## src/logic/oovp_pkg.sv

```systemverilog
// Purpose: Constants for the output overvoltage protection block
// Assumes: Decoded host transactions arrive on the clk domain
// Notes: Shared by the top module and the per-channel module
package oovp_pkg;
	localparam logic [7:0] CMD_PAGE = 8'h00;
	localparam logic [7:0] CMD_CLEAR_FAULTS = 8'h03;
	localparam logic [7:0] CMD_OUTPUT_CEILING = 8'h24;
	localparam logic [7:0] CMD_OV_LIMIT = 8'h40;
	localparam logic [7:0] CMD_OV_RESPONSE = 8'h41;
	localparam logic [7:0] CMD_DAC_STEP_SELECT = 8'hD0;
	localparam logic [7:0] PAGE_A = 8'h00;
	localparam logic [7:0] PAGE_B = 8'h01;
	localparam logic [7:0] PAGE_ALL = 8'hFF;
	localparam logic [7:0] OV_RESPONSE_CODE = 8'h80;
	localparam logic [7:0] OV_LIMIT_FORCED = 8'hFF;
	localparam logic [7:0] OV_LIMIT_OFFSET = 8'h10;
	localparam logic [7:0] CEILING_RESET = 8'hC0;
	localparam logic [7:0] PAGE_RESET = 8'h00;
	// Bit positions inside the PMBus status registers
	localparam int STATUS_BYTE_OV_BIT = 5;
	localparam int STATUS_WORD_VOUT_BIT = 15;
	localparam int STATUS_VOUT_OV_BIT = 7;
endpackage

```

## src/logic/oovp_chan_if.sv

```systemverilog
// Purpose: Carrier between the top module and one protection channel
// Assumes: Single clock domain
// Notes: One instance per channel
`timescale 1ns/1ps
`default_nettype none
interface oovp_chan_if;
	logic [7:0] ceiling;
	logic step5mv;
	logic [7:0] senseCode;
	logic [7:0] reqCode;
	logic enableLevel;
	logic [7:0] limit;
	logic [7:0] cmdCode;
	logic fault;
	logic latched;
	modport top (output ceiling, step5mv, senseCode, reqCode, enableLevel,
		input limit, cmdCode, fault, latched);
	modport chan (input ceiling, step5mv, senseCode, reqCode, enableLevel,
		output limit, cmdCode, fault, latched);
endinterface
`default_nettype wire

```

## src/logic/oovp_channel.sv

```systemverilog
// Purpose: Limit derivation, fault detection, latch-off and clamp for one channel
// Assumes: Enable level already synchronised
// Notes: Fault is a one-cycle pulse on the cycle the latch sets
`timescale 1ns/1ps
`default_nettype none
module oovp_channel (
	// Clock and reset
	input wire logic clk,
	input wire logic rst,
	// Channel carrier
	oovp_chan_if.chan ch
);
	logic [8:0] rawLimit;
	logic [7:0] next_limit;
	logic enablePrev;

	assign rawLimit = {1'b0, ch.ceiling} + {1'b0, oovp_pkg::OV_LIMIT_OFFSET};

	always_comb begin
		if (ch.step5mv) begin
			next_limit = oovp_pkg::OV_LIMIT_FORCED;
		end else if (rawLimit[8]) begin
			next_limit = oovp_pkg::OV_LIMIT_FORCED;
		end else begin
			next_limit = rawLimit[7:0];
		end
	end

	always_ff @(posedge clk) begin
		if (rst) begin
			ch.limit <= oovp_pkg::OV_LIMIT_FORCED;
		end else begin
			ch.limit <= next_limit;
		end
	end

	// Fault only while converting; once latched the pulse does not repeat
	always_ff @(posedge clk) begin
		if (rst) begin
			ch.latched <= 1'b0;
			ch.fault <= 1'b0;
			enablePrev <= 1'b0;
		end else begin
			enablePrev <= ch.enableLevel;
			ch.fault <= 1'b0;
			if (enablePrev && !ch.enableLevel) begin
				ch.latched <= 1'b0;
			end else if (!ch.latched && ch.enableLevel && ch.senseCode > ch.limit) begin
				ch.latched <= 1'b1;
				ch.fault <= 1'b1;
			end
		end
	end

	always_ff @(posedge clk) begin
		if (rst) begin
			ch.cmdCode <= 8'h00;
		end else if (ch.reqCode > ch.ceiling) begin
			ch.cmdCode <= ch.ceiling;
		end else begin
			ch.cmdCode <= ch.reqCode;
		end
	end
endmodule // oovp_channel
`default_nettype wire

```

## src/logic/oovp_top.sv

```systemverilog
// Purpose: Output overvoltage protection for two channels with paged registers
// Assumes: Host transactions arrive decoded, one command per strobe, on clk
// Notes: Bias supply cycling is represented by rst
`timescale 1ns/1ps
`default_nettype none
module oovp_top (
	// Clock and reset
	input wire logic clk,
	input wire logic rst,
	// Decoded host transaction
	input wire logic txnValid,
	input wire logic txnWrite,
	input wire logic [7:0] txnCmd,
	input wire logic [15:0] txnData,
	output logic rdValid,
	output logic [15:0] rdData,
	// Channel pins and controls
	input wire logic [1:0] channelEnablePins,
	input wire logic [1:0] opOnBit,
	input wire logic [1:0] useOpOnBit,
	input wire logic ovAlertMask,
	input wire logic [15:0] senseCodeA,
	input wire logic [15:0] senseCodeB,
	input wire logic [7:0] reqCodeA,
	input wire logic [7:0] reqCodeB,
	// Channel outputs
	output logic [1:0] convertEn,
	output logic [7:0] cmdCodeA,
	output logic [7:0] cmdCodeB,
	// Status and alert
	output logic [7:0] statusByte,
	output logic [15:0] statusWord,
	output logic [7:0] statusVoutA,
	output logic [7:0] statusVoutB,
	output logic hostAlert
);
	// ************************************************************
	// Pin synchronisers and channel instances
	// ************************************************************
	logic [1:0] enMeta;
	logic [1:0] enSync;
	logic [7:0] page;
	logic [7:0] ceilingA;
	logic [7:0] ceilingB;
	logic step5mv;
	logic [1:0] faultPulse;
	logic [1:0] latched;
	oovp_chan_if chA ();
	oovp_chan_if chB ();

	always_ff @(posedge clk) begin
		if (rst) begin
			enMeta <= 2'h0;
			enSync <= 2'h0;
		end else begin
			enMeta <= channelEnablePins;
			enSync <= enMeta;
		end
	end

	assign chA.ceiling = ceilingA;
	assign chB.ceiling = ceilingB;
	assign chA.step5mv = step5mv;
	assign chB.step5mv = step5mv;
	// Sense code is an 8-bit VID code held in the low byte
	assign chA.senseCode = senseCodeA[7:0];
	assign chB.senseCode = senseCodeB[7:0];
	assign chA.reqCode = reqCodeA;
	assign chB.reqCode = reqCodeB;
	// Toggling whichever source the on/off setting selects clears the latch
	assign chA.enableLevel = useOpOnBit[0] ? (enSync[0] && opOnBit[0]) : enSync[0];
	assign chB.enableLevel = useOpOnBit[1] ? (enSync[1] && opOnBit[1]) : enSync[1];
	assign faultPulse = {chB.fault, chA.fault};
	assign latched = {chB.latched, chA.latched};

	oovp_channel uChanA (
		.clk(clk),
		.rst(rst),
		.ch(chA)
	);
	oovp_channel uChanB (
		.clk(clk),
		.rst(rst),
		.ch(chB)
	);

	always_ff @(posedge clk) begin
		if (rst) begin
			convertEn <= 2'h0;
			cmdCodeA <= 8'h00;
			cmdCodeB <= 8'h00;
		end else begin
			convertEn <= {chB.enableLevel && !chB.latched && !faultPulse[1],
				chA.enableLevel && !chA.latched && !faultPulse[0]};
			cmdCodeA <= chA.cmdCode;
			cmdCodeB <= chB.cmdCode;
		end
	end

	// ************************************************************
	// Writable registers
	// ************************************************************
	logic wrEn;
	logic selA;
	logic selB;
	assign wrEn = txnValid && txnWrite;
	assign selA = (page == oovp_pkg::PAGE_A) || (page == oovp_pkg::PAGE_ALL);
	assign selB = (page == oovp_pkg::PAGE_B) || (page == oovp_pkg::PAGE_ALL);

	// Limit and response offsets have no write path at all
	always_ff @(posedge clk) begin
		if (rst) begin
			page <= oovp_pkg::PAGE_RESET;
			ceilingA <= oovp_pkg::CEILING_RESET;
			ceilingB <= oovp_pkg::CEILING_RESET;
			step5mv <= 1'b0;
		end else if (wrEn) begin
			case (txnCmd)
				oovp_pkg::CMD_PAGE: begin
					page <= txnData[7:0];
				end
				oovp_pkg::CMD_OUTPUT_CEILING: begin
					if (selA) begin
						ceilingA <= txnData[7:0];
					end
					if (selB) begin
						ceilingB <= txnData[7:0];
					end
				end
				oovp_pkg::CMD_DAC_STEP_SELECT: begin
					step5mv <= txnData[0];
				end
				default: begin
				end
			endcase
		end
	end

	// ************************************************************
	// Read path
	// ************************************************************
	logic [15:0] next_rdData;
	always_comb begin
		next_rdData = 16'h0000;
		case (txnCmd)
			oovp_pkg::CMD_PAGE: next_rdData = {8'h00, page};
			oovp_pkg::CMD_OUTPUT_CEILING: begin
				next_rdData = {8'h00, selA ? ceilingA : (selB ? ceilingB : 8'h00)};
			end
			oovp_pkg::CMD_OV_LIMIT: begin
				next_rdData = {8'h00, selA ? chA.limit : (selB ? chB.limit : 8'h00)};
			end
			oovp_pkg::CMD_OV_RESPONSE: next_rdData = {8'h00, oovp_pkg::OV_RESPONSE_CODE};
			oovp_pkg::CMD_DAC_STEP_SELECT: next_rdData = {15'h0000, step5mv};
			default: next_rdData = 16'h0000;
		endcase
	end

	always_ff @(posedge clk) begin
		if (rst) begin
			rdValid <= 1'b0;
			rdData <= 16'h0000;
		end else begin
			rdValid <= txnValid && !txnWrite;
			rdData <= (txnValid && !txnWrite) ? next_rdData : 16'h0000;
		end
	end

	// ************************************************************
	// Status flags and alert
	// ************************************************************
	logic clearReq;
	logic [1:0] ovFlag;
	logic [1:0] next_ovFlag;
	logic anyOv;
	logic [7:0] next_statusByte;
	logic [15:0] next_statusWord;
	logic [7:0] next_statusVoutA;
	logic [7:0] next_statusVoutB;
	assign clearReq = wrEn && (txnCmd == oovp_pkg::CMD_CLEAR_FAULTS);
	// A fault in the clearing cycle survives the clear
	assign next_ovFlag = (clearReq ? 2'h0 : ovFlag) | faultPulse;
	assign anyOv = |next_ovFlag;

	always_ff @(posedge clk) begin
		if (rst) begin
			ovFlag <= 2'h0;
		end else begin
			ovFlag <= next_ovFlag;
		end
	end

	// Only the overvoltage bits are owned here; other status sources sit outside
	always_comb begin
		next_statusByte = 8'h00;
		next_statusWord = 16'h0000;
		next_statusVoutA = 8'h00;
		next_statusVoutB = 8'h00;
		next_statusByte[oovp_pkg::STATUS_BYTE_OV_BIT] = anyOv;
		next_statusWord[oovp_pkg::STATUS_BYTE_OV_BIT] = anyOv;
		next_statusWord[oovp_pkg::STATUS_WORD_VOUT_BIT] = anyOv;
		next_statusVoutA[oovp_pkg::STATUS_VOUT_OV_BIT] = next_ovFlag[0];
		next_statusVoutB[oovp_pkg::STATUS_VOUT_OV_BIT] = next_ovFlag[1];
	end

	always_ff @(posedge clk) begin
		if (rst) begin
			statusByte <= 8'h00;
			statusWord <= 16'h0000;
			statusVoutA <= 8'h00;
			statusVoutB <= 8'h00;
		end else begin
			statusByte <= next_statusByte;
			statusWord <= next_statusWord;
			statusVoutA <= next_statusVoutA;
			statusVoutB <= next_statusVoutB;
		end
	end

	// Alert follows the flags, so it drops with the clear that empties them
	always_ff @(posedge clk) begin
		if (rst) begin
			hostAlert <= 1'b0;
		end else begin
			hostAlert <= anyOv && !ovAlertMask;
		end
	end
endmodule // oovp_top
`default_nettype wire

```

## config.mk

```make
export PLATFORM = sky130hd
export DESIGN_NAME = oovp_top
export DESIGN_NICKNAME = d
export VERILOG_FILES = /design/src/logic/oovp_pkg.sv /design/src/logic/oovp_chan_if.sv /design/src/logic/oovp_channel.sv /design/src/logic/oovp_top.sv
export SDC_FILE = /design/constraint.sdc
export NUM_CORES = 1
export LEC_CHECK = 0
export ABC_CLOCK_PERIOD_IN_PS = 2350
export BUFFER_PORTS_ARGS = -buffer_cell sky130_fd_sc_hd__buf_4
export CAP_MARGIN = 30
export CORE_MARGIN = 2
export CORE_UTILIZATION = 51
export DETAILED_ROUTE_END_ITERATION = 12
export MAX_ROUTING_LAYER = met4
export PLACE_DENSITY = 0.81
export REMOVE_ABC_BUFFERS = 1
export SLEW_MARGIN = 10
export SYNTH_ARGS = -nofsm -noshare
export SYNTH_HDL_FRONTEND = slang
export SYNTH_SLANG_ARGS = --single-unit
export TNS_END_PERCENT = 100
```

## constraint.sdc

```tcl
create_clock -name clk -period 2.35 [get_ports clk]
set_input_delay 0.5875 -clock clk [delete_from_list [all_inputs] [get_ports clk]]
set_output_delay 0.5875 -clock clk [all_outputs]
set_load 0.05 [all_outputs]
```

# Word level (Yosys, flattened, before mapping)
# Index checks and enable logic that the tools add are counted.
# word_totals
word_cells,94
reg_bits,144
output_inout_bits,76
inputBits,83
# op_classes
reduce_logical,36
mux,12
n_eq_ne,7
addsub,2
n_lt_le_gt_ge,4
bitwise_logic,2
# op_table
op,n
$mux 8,6
$pmux 8 s5,1
$gt 8x8->1,4
$add 8x5->9 const B,2
$eq 8x7->1 const B,2
$eq 8x8->1 const B,2
$logic_not 8->1,2
$logic_and 1x1->1,14
$eq 8x1->1 const B,1
$eq 8x2->1 const B,1
$eq 8x6->1 const B,1
$logic_not 1->1,8
$reduce_or 2->1,4
$reduce_and 3->1,2
$reduce_or 3->1,2
$mux 1,4
$reduce_and 2->1,2
$logic_or 1x1->1,2
$mux 2,1
$or 2x2->2,1
$not 1->1,1

# Logic depth before layout (Yosys ltp)
# Gate-level depths: netlist of run 1.
# depth
depth_word,6
depth_mapped,9
depth_no_buf,7

# Cells and area by module
# From an unflattened synthesis of run 1, not the netlist that was laid out.
# hier_totals
cells_unflattened,488
hier_area_um2,4757.1
# by_module_without_submodules
module,instances,seq_area_each_um2,area_per_inst_um2,cells_per_inst
oovp_top,1,1201.2,2730.1,284
oovp_channel,2,380.4,1013.5,102

# Worst setup path after synthesis of run 1
# Ideal clock, no wire load.
# synth_timing
kind,input to register
start,input port txnCmd[2]
end,register hostAlert
n_path_buf,1
setup_ps,112
path_stages,6
required_time_ps,2238
arrival_ps,2024
path_slack_ps,214
path_cell_list,or4_1 > buf_2 > or4_4 > o21ai_2 > a21oi_2 > nor2b_4
# synth_between
elab_chain_cells,6
# synth_lines
element,line_no,rtl
start: declaration,oovp_top.sv:13,"input wire logic [7:0] txnCmd,"
$eq 8x2->1,oovp_top.sv:180,assign clearReq = wrEn && (txnCmd == oovp_pkg::CMD_CLEAR_FAULTS);
$logic_and 1x1->1,oovp_top.sv:180,
$mux 2,oovp_top.sv:182,assign next_ovFlag = (clearReq ? 2'h0 : ovFlag) | faultPulse;
$or 2x2->2,oovp_top.sv:182,
$reduce_or 2->1,oovp_top.sv:183,assign anyOv = |next_ovFlag;
$logic_and 1x1->1,oovp_top.sv:225,hostAlert <= anyOv && !ovAlertMask;
end signal: assignment,oovp_top.sv:225,
end: declaration,oovp_top.sv:35,output logic hostAlert
# Every way passes these cells.
# A chain may end at the register's enable or synchronous reset.

# Final worst setup path of run 1
# layout_timing
start,register ceilingB[1]
end,register uChanB.ch.cmdCode[2]
# layout_between
elab_chain_cells,2
# layout_lines
element,line_no,rtl
start: declaration,oovp_top.sv:44,logic [7:0] ceilingB;
start signal: assignment,oovp_top.sv:115,ceilingB <= oovp_pkg::CEILING_RESET;
start signal: assignment,oovp_top.sv:127,ceilingB <= txnData[7:0];
$gt 8x8->1,oovp_channel.sv:58,end else if (ch.reqCode > ch.ceiling) begin
$mux 8,oovp_channel.sv:58,
end signal: assignment,oovp_channel.sv:59,ch.cmdCode <= ch.ceiling;
end signal: assignment,oovp_channel.sv:61,ch.cmdCode <= ch.reqCode;
end: declaration,oovp_chan_if.sv:19,"output limit, cmdCode, fault, latched);"
# Every way passes these cells.

==> results of run 1 <==
[synth_stat cells, types with 2 or more instances]
cell	count
a211o_1	2
a211oi_1	11
a21o_1	5
a21oi_1	16
a221o_1	8
a22oi_1	17
a311oi_1	2
and2_1	7
buf_1	2
buf_2	4
buf_4	46
clkbuf_1	12
dfxtp_1	98
ha_1	34
inv_1	40
mux2i_1	29
nand2_1	27
nand2b_1	20
nand3_1	7
nand3b_1	3
nand4_1	7
nor2_1	50
nor2b_1	23
nor3_1	12
nor3b_1	2
nor4_1	2
o211ai_1	3
o21a_1	2
o21ai_0	8
o221ai_1	6
or4_1	3
xnor2_1	4
[critical path: stages, from the launching register on]
cell     delay (ns)
dfxtp_1        0.41
inv_1          0.11
ha_1           0.29
nand4_1        0.17
nor2_1         0.06
nor3_1         0.71
a221o_1        0.29
[area by class of cell]
cell class                      instances  area, um2  area share
Timing Repair Buffer                  111        883       0.151
Clock buffer                           10        128      0.0218
Clock inverter                          5       80.1      0.0137
Multi-Input combinational cell        371       2500       0.426
Tap cell                              129        161      0.0275
Inverter                               40        150      0.0256
Sequential cell                        98       1960       0.335
[cells by family (layout without fill, tap and decap cells)]
kind of cell,after synthesis,count (layout),share of synthesized area
fa+ha+maj,34,34,0.0874
xor+xnor,4,4,0.00720
other cells,1,43,0.000770
simple gates,171,171,0.189
buf+inv,104,166,0.117
mux,29,29,0.0596
compound gates,90,90,0.136
flops,98,98,0.403
[flip-flops by register name, summed over array words and instances, names as in the netlist]
register / flops
rdData: 8
ceilingA: 8
hostAlert: 1
uChanA.ch.fault: 1
convertEn: 2
statusWord: 1
uChanB.ch.limit: 8
uChanB.ch.fault: 1
uChanA.enablePrev: 1
chA.step5mv: 1
uChanB.ch.latched: 1
uChanA.ch.cmdCode: 8
uChanB.enablePrev: 1
page: 8
ceilingB: 8
cmdCodeB: 8
ovFlag: 2
enSync: 2
enMeta: 2
uChanA.ch.latched: 1
cmdCodeA: 8
uChanB.ch.cmdCode: 8
uChanA.ch.limit: 8
rdValid: 1
[metal layers]
metal  vias to the layer above  GRT usage  wire length [um]
met4                         0     0.0676               123
li1                       1947          -                 -
met2                       145      0.332              4950
met5                         -          -                 0
met3                        12     0.0359               729
met1                      1754      0.290              4800
[power breakdown]
part           internal [mW]  total [mW]  switching (mW)
Combinational          0.171       0.526           0.355
Clock                  0.593        1.14           0.550
Sequential              1.71        1.72          0.0140
Total                   2.47        3.39           0.919
[cells in the final DEF, fill, tap and decap left out, types with 8 or more instances in the layout]
master      n
nor2b_1    23
nand2_1    27
a21oi_1    16
a211oi_1   11
mux2i_1    29
dfxtp_1    98
o21ai_0     8
buf_4     107
ha_1       34
nand2b_1   20
nor2_1     50
inv_1      40
a22oi_1    17
conb_1     43
a221o_1     8
clkbuf_8    9
nor3_1     12
[path summary, 6_finish.rpt]
| path | startpoint | to | slack [ns] | depth (start not counted) |
|---|---|---|---|---|
| hold reg to reg | uChanB.ch.cmdCode[5]$_SDFF_PP0_ | cmdCodeB[5]$_SDFF_PP0_ | 0.44 | 1 |
| setup / recovery | ceilingB[1]$_SDFFE_PP0P_ | uChanB.ch.cmdCode[2]$_SDFF_PP0_ | 0.25 | 6 |
| hold / removal | ovAlertMask | hostAlert$_SDFF_PP0_ | 0.39 | 2 |
| setup reg to reg | ceilingB[1]$_SDFFE_PP0P_ | uChanB.ch.cmdCode[2]$_SDFF_PP0_ | 0.25 | 6 |
[per-stage QoR]
stage / setup TNS, ns / hold slack, ns
3_3_place_gp: -0.848 / 0.417
6_report: 0 / 0.394
4_1_cts: 0 / 0.379
2_1_floorplan: 0 / 0.414
5_1_grt: 0 / 0.367
3_5_place_dp: -1.56 / 0.426
[what timing repair did]
action / 4_1_cts / 5_1_grt
setup endpoints to repair: 0 / 8
hold buffers: 0 / 0
resized for setup: 0 / 1
==> impl_metrics.json, run 1 <==
{
  "drc_errors": 0,
  "fp.coreArea_um2": 9240,
  "tightest_slew_ns": 0.927,
  "fin_worst_skew_ns": 0.0163,
  "cts_sinks": 98,
  "grt_usage": 0.216,
  "die_height_um": 102,
  "place_area_um2": 5650,
  "ys_seq_elements": 98,
  "cp_data_arrival_time_ns": 2.39,
  "maxSlewViolCount": 0,
  "slew_headroom": 0.377,
  "antenna_found_initial": 0,
  "numPortBuffers": 91,
  "drt-initial-drc-count": 205,
  "die_area_um2": 10300,
  "synth_cells": 531,
  "hold_violations": 0,
  "htreeDepth": 3,
  "synth_largest_area_cell": "dfxtp_1",
  "routed_wl_um": 10600,
  "cts_tree": "yes",
  "cts_setup_buffers": 0,
  "dr.pass1.iters": 5,
  "vdd_ir_drop_max_mv": 0.306,
  "layout_min_cycle_time_ns": 2.10,
  "synth_ff_type": "dfxtp_1",
  "place_congestion": 0.881,
  "vias": 3858,
  "diodes": 0,
  "setup_ws_ns": 0.248,
  "synth_cell_types": 51,
  "start_util": 0.527,
  "endpoint_kind": "flop",
  "post-route-period-util": 0.894,
  "dp_cells": 749,
  "power.leakage_nw": 2.66,
  "setup_viol": 0,
  "fillers": 765,
  "maxCapViolCount": 0,
  "first_global_vias": 3652,
  "power_density_nw_per_um2": 578,
  "grt_overflow": 0,
  "fin_util": 0.635,
  "syn_area_um2": 4870,
  "ys_seq_area_frac": 0.403,
  "grt_pass1_wl_um": 17200,
  "cts_root_buf": "clkbuf_8",
  "start_kind": "flop",
  "ys_async_sr_fraction": 0,
  "wire_per_inst_um": 13.9,
  "fin_nets": 748,
  "viasPerCell": 5.05,
  "grt_max_degree": 58,
  "drive_gt1_frac": 0.213,
  "synthTopCellsByArea": "dfxtp_1 (40%), ha_1 (8.7%), buf_4 (7.1%)",
  "cts_buffers": 9,
  "worst-path-max-fanout": 8,
  "hold_class": "in -> reg",
  "status": "finished clean",
  "place_ws_ns": -0.212,
  "fmax_mhz": 476,
  "instances_no_fill": 764,
  "syn_area_per_cell_um2": 9.17,
  "cp_data_required_time_ns": 2.64,
  "rows": 35,
  "die_w_um": 102,
  "p_total_mw": 3.39,
  "cts_buffer_depth": 2,
  "rsz0062_at_grt": "no",
  "path_class": "reg -> reg",
  "ant_nets": 0,
  "final_area_um2": 5860,
  "dp_hpwl_um": 8150,
  "ys_warn_count": 0,
  "clk_latency_ns": 0.36,
  "num_io_pins": 159,
  "synth_top_area_share": 0.403,
  "clkTransAtPathRegs_ns": 0.09,
  "synth_edf_count": 0,
  "syn2layout_area_growth_pct": 20.5
}
No activity file was read; power rests on OpenSTA's default activity.
==> run 2: changes to the inputs <==
- CORE_ASPECT_RATIO: not set -> 1.2
==> impl_metrics.json, run 2 (synthesis results as in run 1) <==
{
  "final_area_um2": 6010,
  "grt_pass1_wl_um": 17300,
  "numPortBuffers": 91,
  "endpoint_kind": "flop",
  "fmax_mhz": 486,
  "diodes": 0,
  "power.leakage_nw": 2.75,
  "die_height_um": 111,
  "place_area_um2": 5700,
  "holdPathStages": 2,
  "wire_per_inst_um": 14.3,
  "place_congestion": 0.909,
  "first_global_vias": 3671,
  "grt_overflow": 0,
  "vdd_ir_drop_max_mv": 0.429,
  "r2r-start": "ceilingA[6]$_SDFFE_PP1P_",
  "grtUsageMet2": 0.376,
  "drc_errors": 0,
  "num_io_pins": 159,
  "cp_data_arrival_time_ns": 2.27,
  "dr.pass1.iters": 5,
  "cp_num_buf_inv": 1,
  "die_w_um": 93.2,
  "status": "finished clean",
  "fin_worst_skew_ns": 0.0102,
  "cts_tree": "yes",
  "rsz0062_at_grt": "no",
  "maxCapViolCount": 0,
  "min_to": "hostAlert$_SDFF_PP0_",
  "min-delay-start": "ovAlertMask",
  "p_total_mw": 3.74,
  "fillers": 795,
  "tns_ns": 0,
  "intPower_mw": 2.72,
  "tightest_slew_ns": 0.873,
  "vias": 3971,
  "drt-initial-drc-count": 243,
  "syn2layout_area_growth_pct": 23.4,
  "final_common_cell": "buf_4",
  "routed_wl_um": 11000,
  "cp_data_required_time_ns": 2.56,
  "final_cell_mix": "buf_4 (117), dfxtp_1 (98), nor2_1 (50)",
  "antenna_found_initial": 0,
  "place_ws_ns": -0.240,
  "r2r-end": "uChanA.ch.cmdCode[0]$_SDFF_PP0_",
  "start_util": 0.517,
  "swShare": 0.272,
  "maxSlewViolCount": 0,
  "p_clk_frac": 0.398,
  "grt_usage": 0.219,
  "worst-path-max-fanout": 8,
  "p_comb_frac": 0.141,
  "layout_min_cycle_time_ns": 2.06,
  "fin_nets": 757,
  "path_class": "reg -> reg",
  "dp_hpwl_um": 8560,
  "cts_setup_buffers": 0,
  "multi_input_comb_area_um2": 2500,
  "switching_power_mw": 1.02,
  "die_area_um2": 10300,
  "crit_chain": "inv_1 > ha_1 > a21o_1 > a21oi_1 > o21ai_0 > o21a_1 > mux2i_1",
  "cts_buffer_depth": 2,
  "cts_sinks": 98,
  "ff2ff_path_depth": 7,
  "grt_max_degree": 38,
  "htreeDepth": 3,
  "slew_headroom": 0.414,
  "setup_viol": 0,
  "ant_nets": 0,
  "rows": 39,
  "use_met3": 0.0286,
  "busiest_layer": "met2",
  "viasPerCell": 5.17,
  "seqCellArea_um2": 1960,
  "clkTransAtPathRegs_ns": 0.07,
  "cp_top_family": "compound AO/OA/AOI/OAI gates",
  "hold_class": "in -> reg",
  "post-route-period-util": 0.876,
  "max_stage_delay_ns": 0.50,
  "drive_gt1_frac": 0.225,
  "setup_ws_ns": 0.292,
  "start_kind": "flop",
  "cpMaxStageDelayCell": "dfxtp_1",
  "fp.coreArea_um2": 9420,
  "grtUsageMet1": 0.254,
  "cts_buffers": 9,
  "cts_root_buf": "clkbuf_16",
  "clk_latency_ns": 0.35,
  "r2r_slack_ns": 0.29,
  "pwr-share-seq": 0.461,
  "power_density_nw_per_um2": 622,
  "hold_violations": 0
}
run 2: per-stage QoR:
step / hold WS [ns] / cells / util
2_1_floorplan: 0.414 / 509 / -
3_3_place_gp: 0.415 / 752 / 0.605
3_5_place_dp: 0.424 / 752 / 0.605
4_1_cts: 0.405 / 768 / 0.637
5_1_grt: 0.404 / 768 / 0.638
6_report: 0.410 / 768 / 0.638
run 2: area by class of cell:
type,instances,area share
flip-flops and latches,98,0.327
well taps,123,0.0256
multi-input cells,371,0.416
repair buffers,120,0.156
inverters,40,0.0250
clock inverters,6,0.0123
clock buffers,10,0.0381
run 2: power by group through the flow:
stage	sequential (mW)	combinational, mW	clock (mW)
final	1.72	0.526	1.49
after global routing	1.73	0.565	1.58
after CTS	1.72	0.525	1.51
after detailed placement	1.76	0.523	0
after global placement	1.76	0.512	0
after floorplan	1.81	0.285	0
run 2: metal layers:
layer  routed length, um  vias up  share of wire
met5                   0        -              0
met4                 191        0          0.017
met3                 531       21          0.048
met2                5760      126           0.52
met1                4520     1854           0.41
li1                    -     1970              -
run 2: timing repair:
item / CTS / global route
gates resized for setup: 0 / 1
hold buffers: 0 / 0
endpoints found under the setup margin: 0 / 8
run 2: worst register-to-register path, stage by stage, from the launching register on:
cell     delay [ns]
dfxtp_1        0.50
inv_1          0.08
ha_1           0.30
a21o_1         0.16
a21oi_1        0.21
o21ai_0        0.13
o21a_1         0.35
mux2i_1        0.19
run 2: worst max-delay path by stage:
stage,startpoint,endpoint,slack [ns],cells past startpoint
after floorplan,reqCodeB[0],uChanB.ch.cmdCode[1]$_SDFF_PP0_,0.16,6
after global placement,reqCodeB[5],uChanB.ch.cmdCode[6]$_SDFF_PP0_,-0.24,7
after detailed placement,reqCodeB[5],uChanB.ch.cmdCode[2]$_SDFF_PP0_,-0.24,7
after CTS,ceilingB[5]$_SDFFE_PP0P_,uChanB.ch.cmdCode[2]$_SDFF_PP0_,0.05,7
after global routing,ceilingB[7]$_SDFFE_PP1P_,uChanB.ch.cmdCode[2]$_SDFF_PP0_,0.07,7
final,ceilingA[6]$_SDFFE_PP1P_,uChanA.ch.cmdCode[0]$_SDFF_PP0_,0.29,7
==> run 3: changes to the inputs <==
- RECOVER_POWER: not set -> 25
==> impl_metrics.json, run 3 (synthesis results as in run 1) <==
{
  "rsz0062_at_grt": "no",
  "clk_latency_ns": 0.35,
  "cts_sinks": 98,
  "vdd_ir_drop_max_mv": 0.429,
  "num_io_pins": 159,
  "r2r_slack_ns": 0.29,
  "ff2ff_path_depth": 7,
  "drc_errors": 0,
  "die_height_um": 111,
  "grt_usage": 0.219,
  "cts_setup_buffers": 0,
  "diodes": 0,
  "max_stage_delay_ns": 0.50,
  "routed_wl_um": 11000,
  "layout_min_cycle_time_ns": 2.06,
  "status": "finished clean",
  "cts_root_buf": "clkbuf_16",
  "maxCapViolCount": 0,
  "maxSlewViolCount": 0,
  "viasPerCell": 5.15,
  "fin_worst_skew_ns": 0.00994,
  "worst-path-max-fanout": 8,
  "power_density_nw_per_um2": 624,
  "fp.coreArea_um2": 9420,
  "grt_overflow": 0,
  "fin_nets": 757,
  "cp_data_required_time_ns": 2.57,
  "ant_nets": 0,
  "whs_ns": 0.408,
  "hold_violations": 0,
  "antenna_found_initial": 0,
  "cpMaxStageDelayCell": "dfxtp_1",
  "cp.depth": 7,
  "cp_top_family": "compound AO/OA/AOI/OAI gates",
  "grt_pass1_wl_um": 17300,
  "drive_gt1_frac": 0.219,
  "die_area_um2": 10300,
  "cp_data_arrival_time_ns": 2.27,
  "wire_per_inst_um": 14.3,
  "power.leakage_nw": 2.73,
  "cts_buffers": 9,
  "place_congestion": 0.909,
  "holdPathStages": 2,
  "fmax_mhz": 486,
  "die_w_um": 93.2,
  "fillers": 796,
  "fin_util": 0.636,
  "start_util": 0.517,
  "endpoint_kind": "flop",
  "cp_num_buf_inv": 1,
  "final_cell_mix": "buf_4 (113), dfxtp_1 (98), nor2_1 (50)",
  "hold_class": "in -> reg",
  "slew_headroom": 0.400,
  "first_global_vias": 3671,
  "syn2layout_area_growth_pct": 23.1,
  "start_kind": "flop",
  "cts_tree": "yes",
  "htreeDepth": 3,
  "path_class": "reg -> reg",
  "dp_hpwl_um": 8560,
  "grt_max_degree": 38,
  "setup_viol": 0,
  "dr.pass1.iters": 4,
  "cts_buffer_depth": 2,
  "tightest_slew_ns": 0.900,
  "clkTransAtPathRegs_ns": 0.07,
  "crit_chain": "inv_1 > ha_1 > a21o_1 > a21oi_1 > o21ai_0 > o21a_1 > mux2i_1",
  "vias": 3956,
  "drt-initial-drc-count": 239,
  "rows": 39,
  "post-route-period-util": 0.875,
  "final_common_cell": "buf_4",
  "numPortBuffers": 91
}
==> run 3: cell count changes in the layout (fill, tap and decap cells not counted) <==
cell      delta
clkbuf_1     +4
buf_4        -4
==> run 3: layer usage <==
metal	share of wire	up-vias	GRT usage
li1	-	1975	-
met1	0.41	1858	0.254
met2	0.52	102	0.376
met3	0.042	21	0.0286
met4	0.020	0	0.0922
met5	0	-	-
==> run 3: timing repair <==
item	in CTS	in global routing
endpoints found under the setup margin	0	8
hold buffers	0	0
resized for setup	0	1
==> run 3: where the power goes <==
part,internal (mW),leakage [nW],switching (mW),total (mW)
sequential,1.71,0.801,0.0159,1.72
combinational,0.171,1.79,0.353,0.524
clock,0.838,0.141,0.653,1.49
total,2.72,2.73,1.02,3.74
==> run 3: area by class of cell <==
type / instances / area [um2] / share of cell area
clock inverters: 6 / 73.8 / 0.0123
inverters: 40 / 150 / 0.0251
clock buffers: 10 / 229 / 0.0382
multi-input cells: 371 / 2500 / 0.417
flip-flops and latches: 98 / 1960 / 0.327
repair buffers: 120 / 923 / 0.154
well taps: 123 / 154 / 0.0257
==> run 3: worst reg2reg max path, delay by kind of cell, from the launching register on <==
family | cells | cell delay, ns
flops | 1 | 0.50
mux | 1 | 0.19
fa+ha+maj | 1 | 0.30
compound gates | 4 | 0.86
buf+inv | 1 | 0.08
==> run 3: through the flow <==
step	worst slack (ns)	TNS [ns]	instances	cell area [um2]	total power [mW]
floorplan	0.159	0	509	4610	2.10
global placement	-0.244	-1.92	752	5700	2.27
detailed placement	-0.240	-1.79	752	5700	2.28
CTS	0.0493	0	768	6000	3.76
global route	0.0707	0	768	5990	3.86
finish	0.294	0	768	5990	3.74
==> run 3: final timing paths <==
path	from	end
max	ceilingA[6]$_SDFFE_PP1P_	uChanA.ch.cmdCode[0]$_SDFF_PP0_
min	ovAlertMask	hostAlert$_SDFF_PP0_
max reg2reg	ceilingA[6]$_SDFFE_PP1P_	uChanA.ch.cmdCode[0]$_SDFF_PP0_
min reg2reg	uChanA.ch.cmdCode[6]$_SDFF_PP0_	cmdCodeA[6]$_SDFF_PP0_
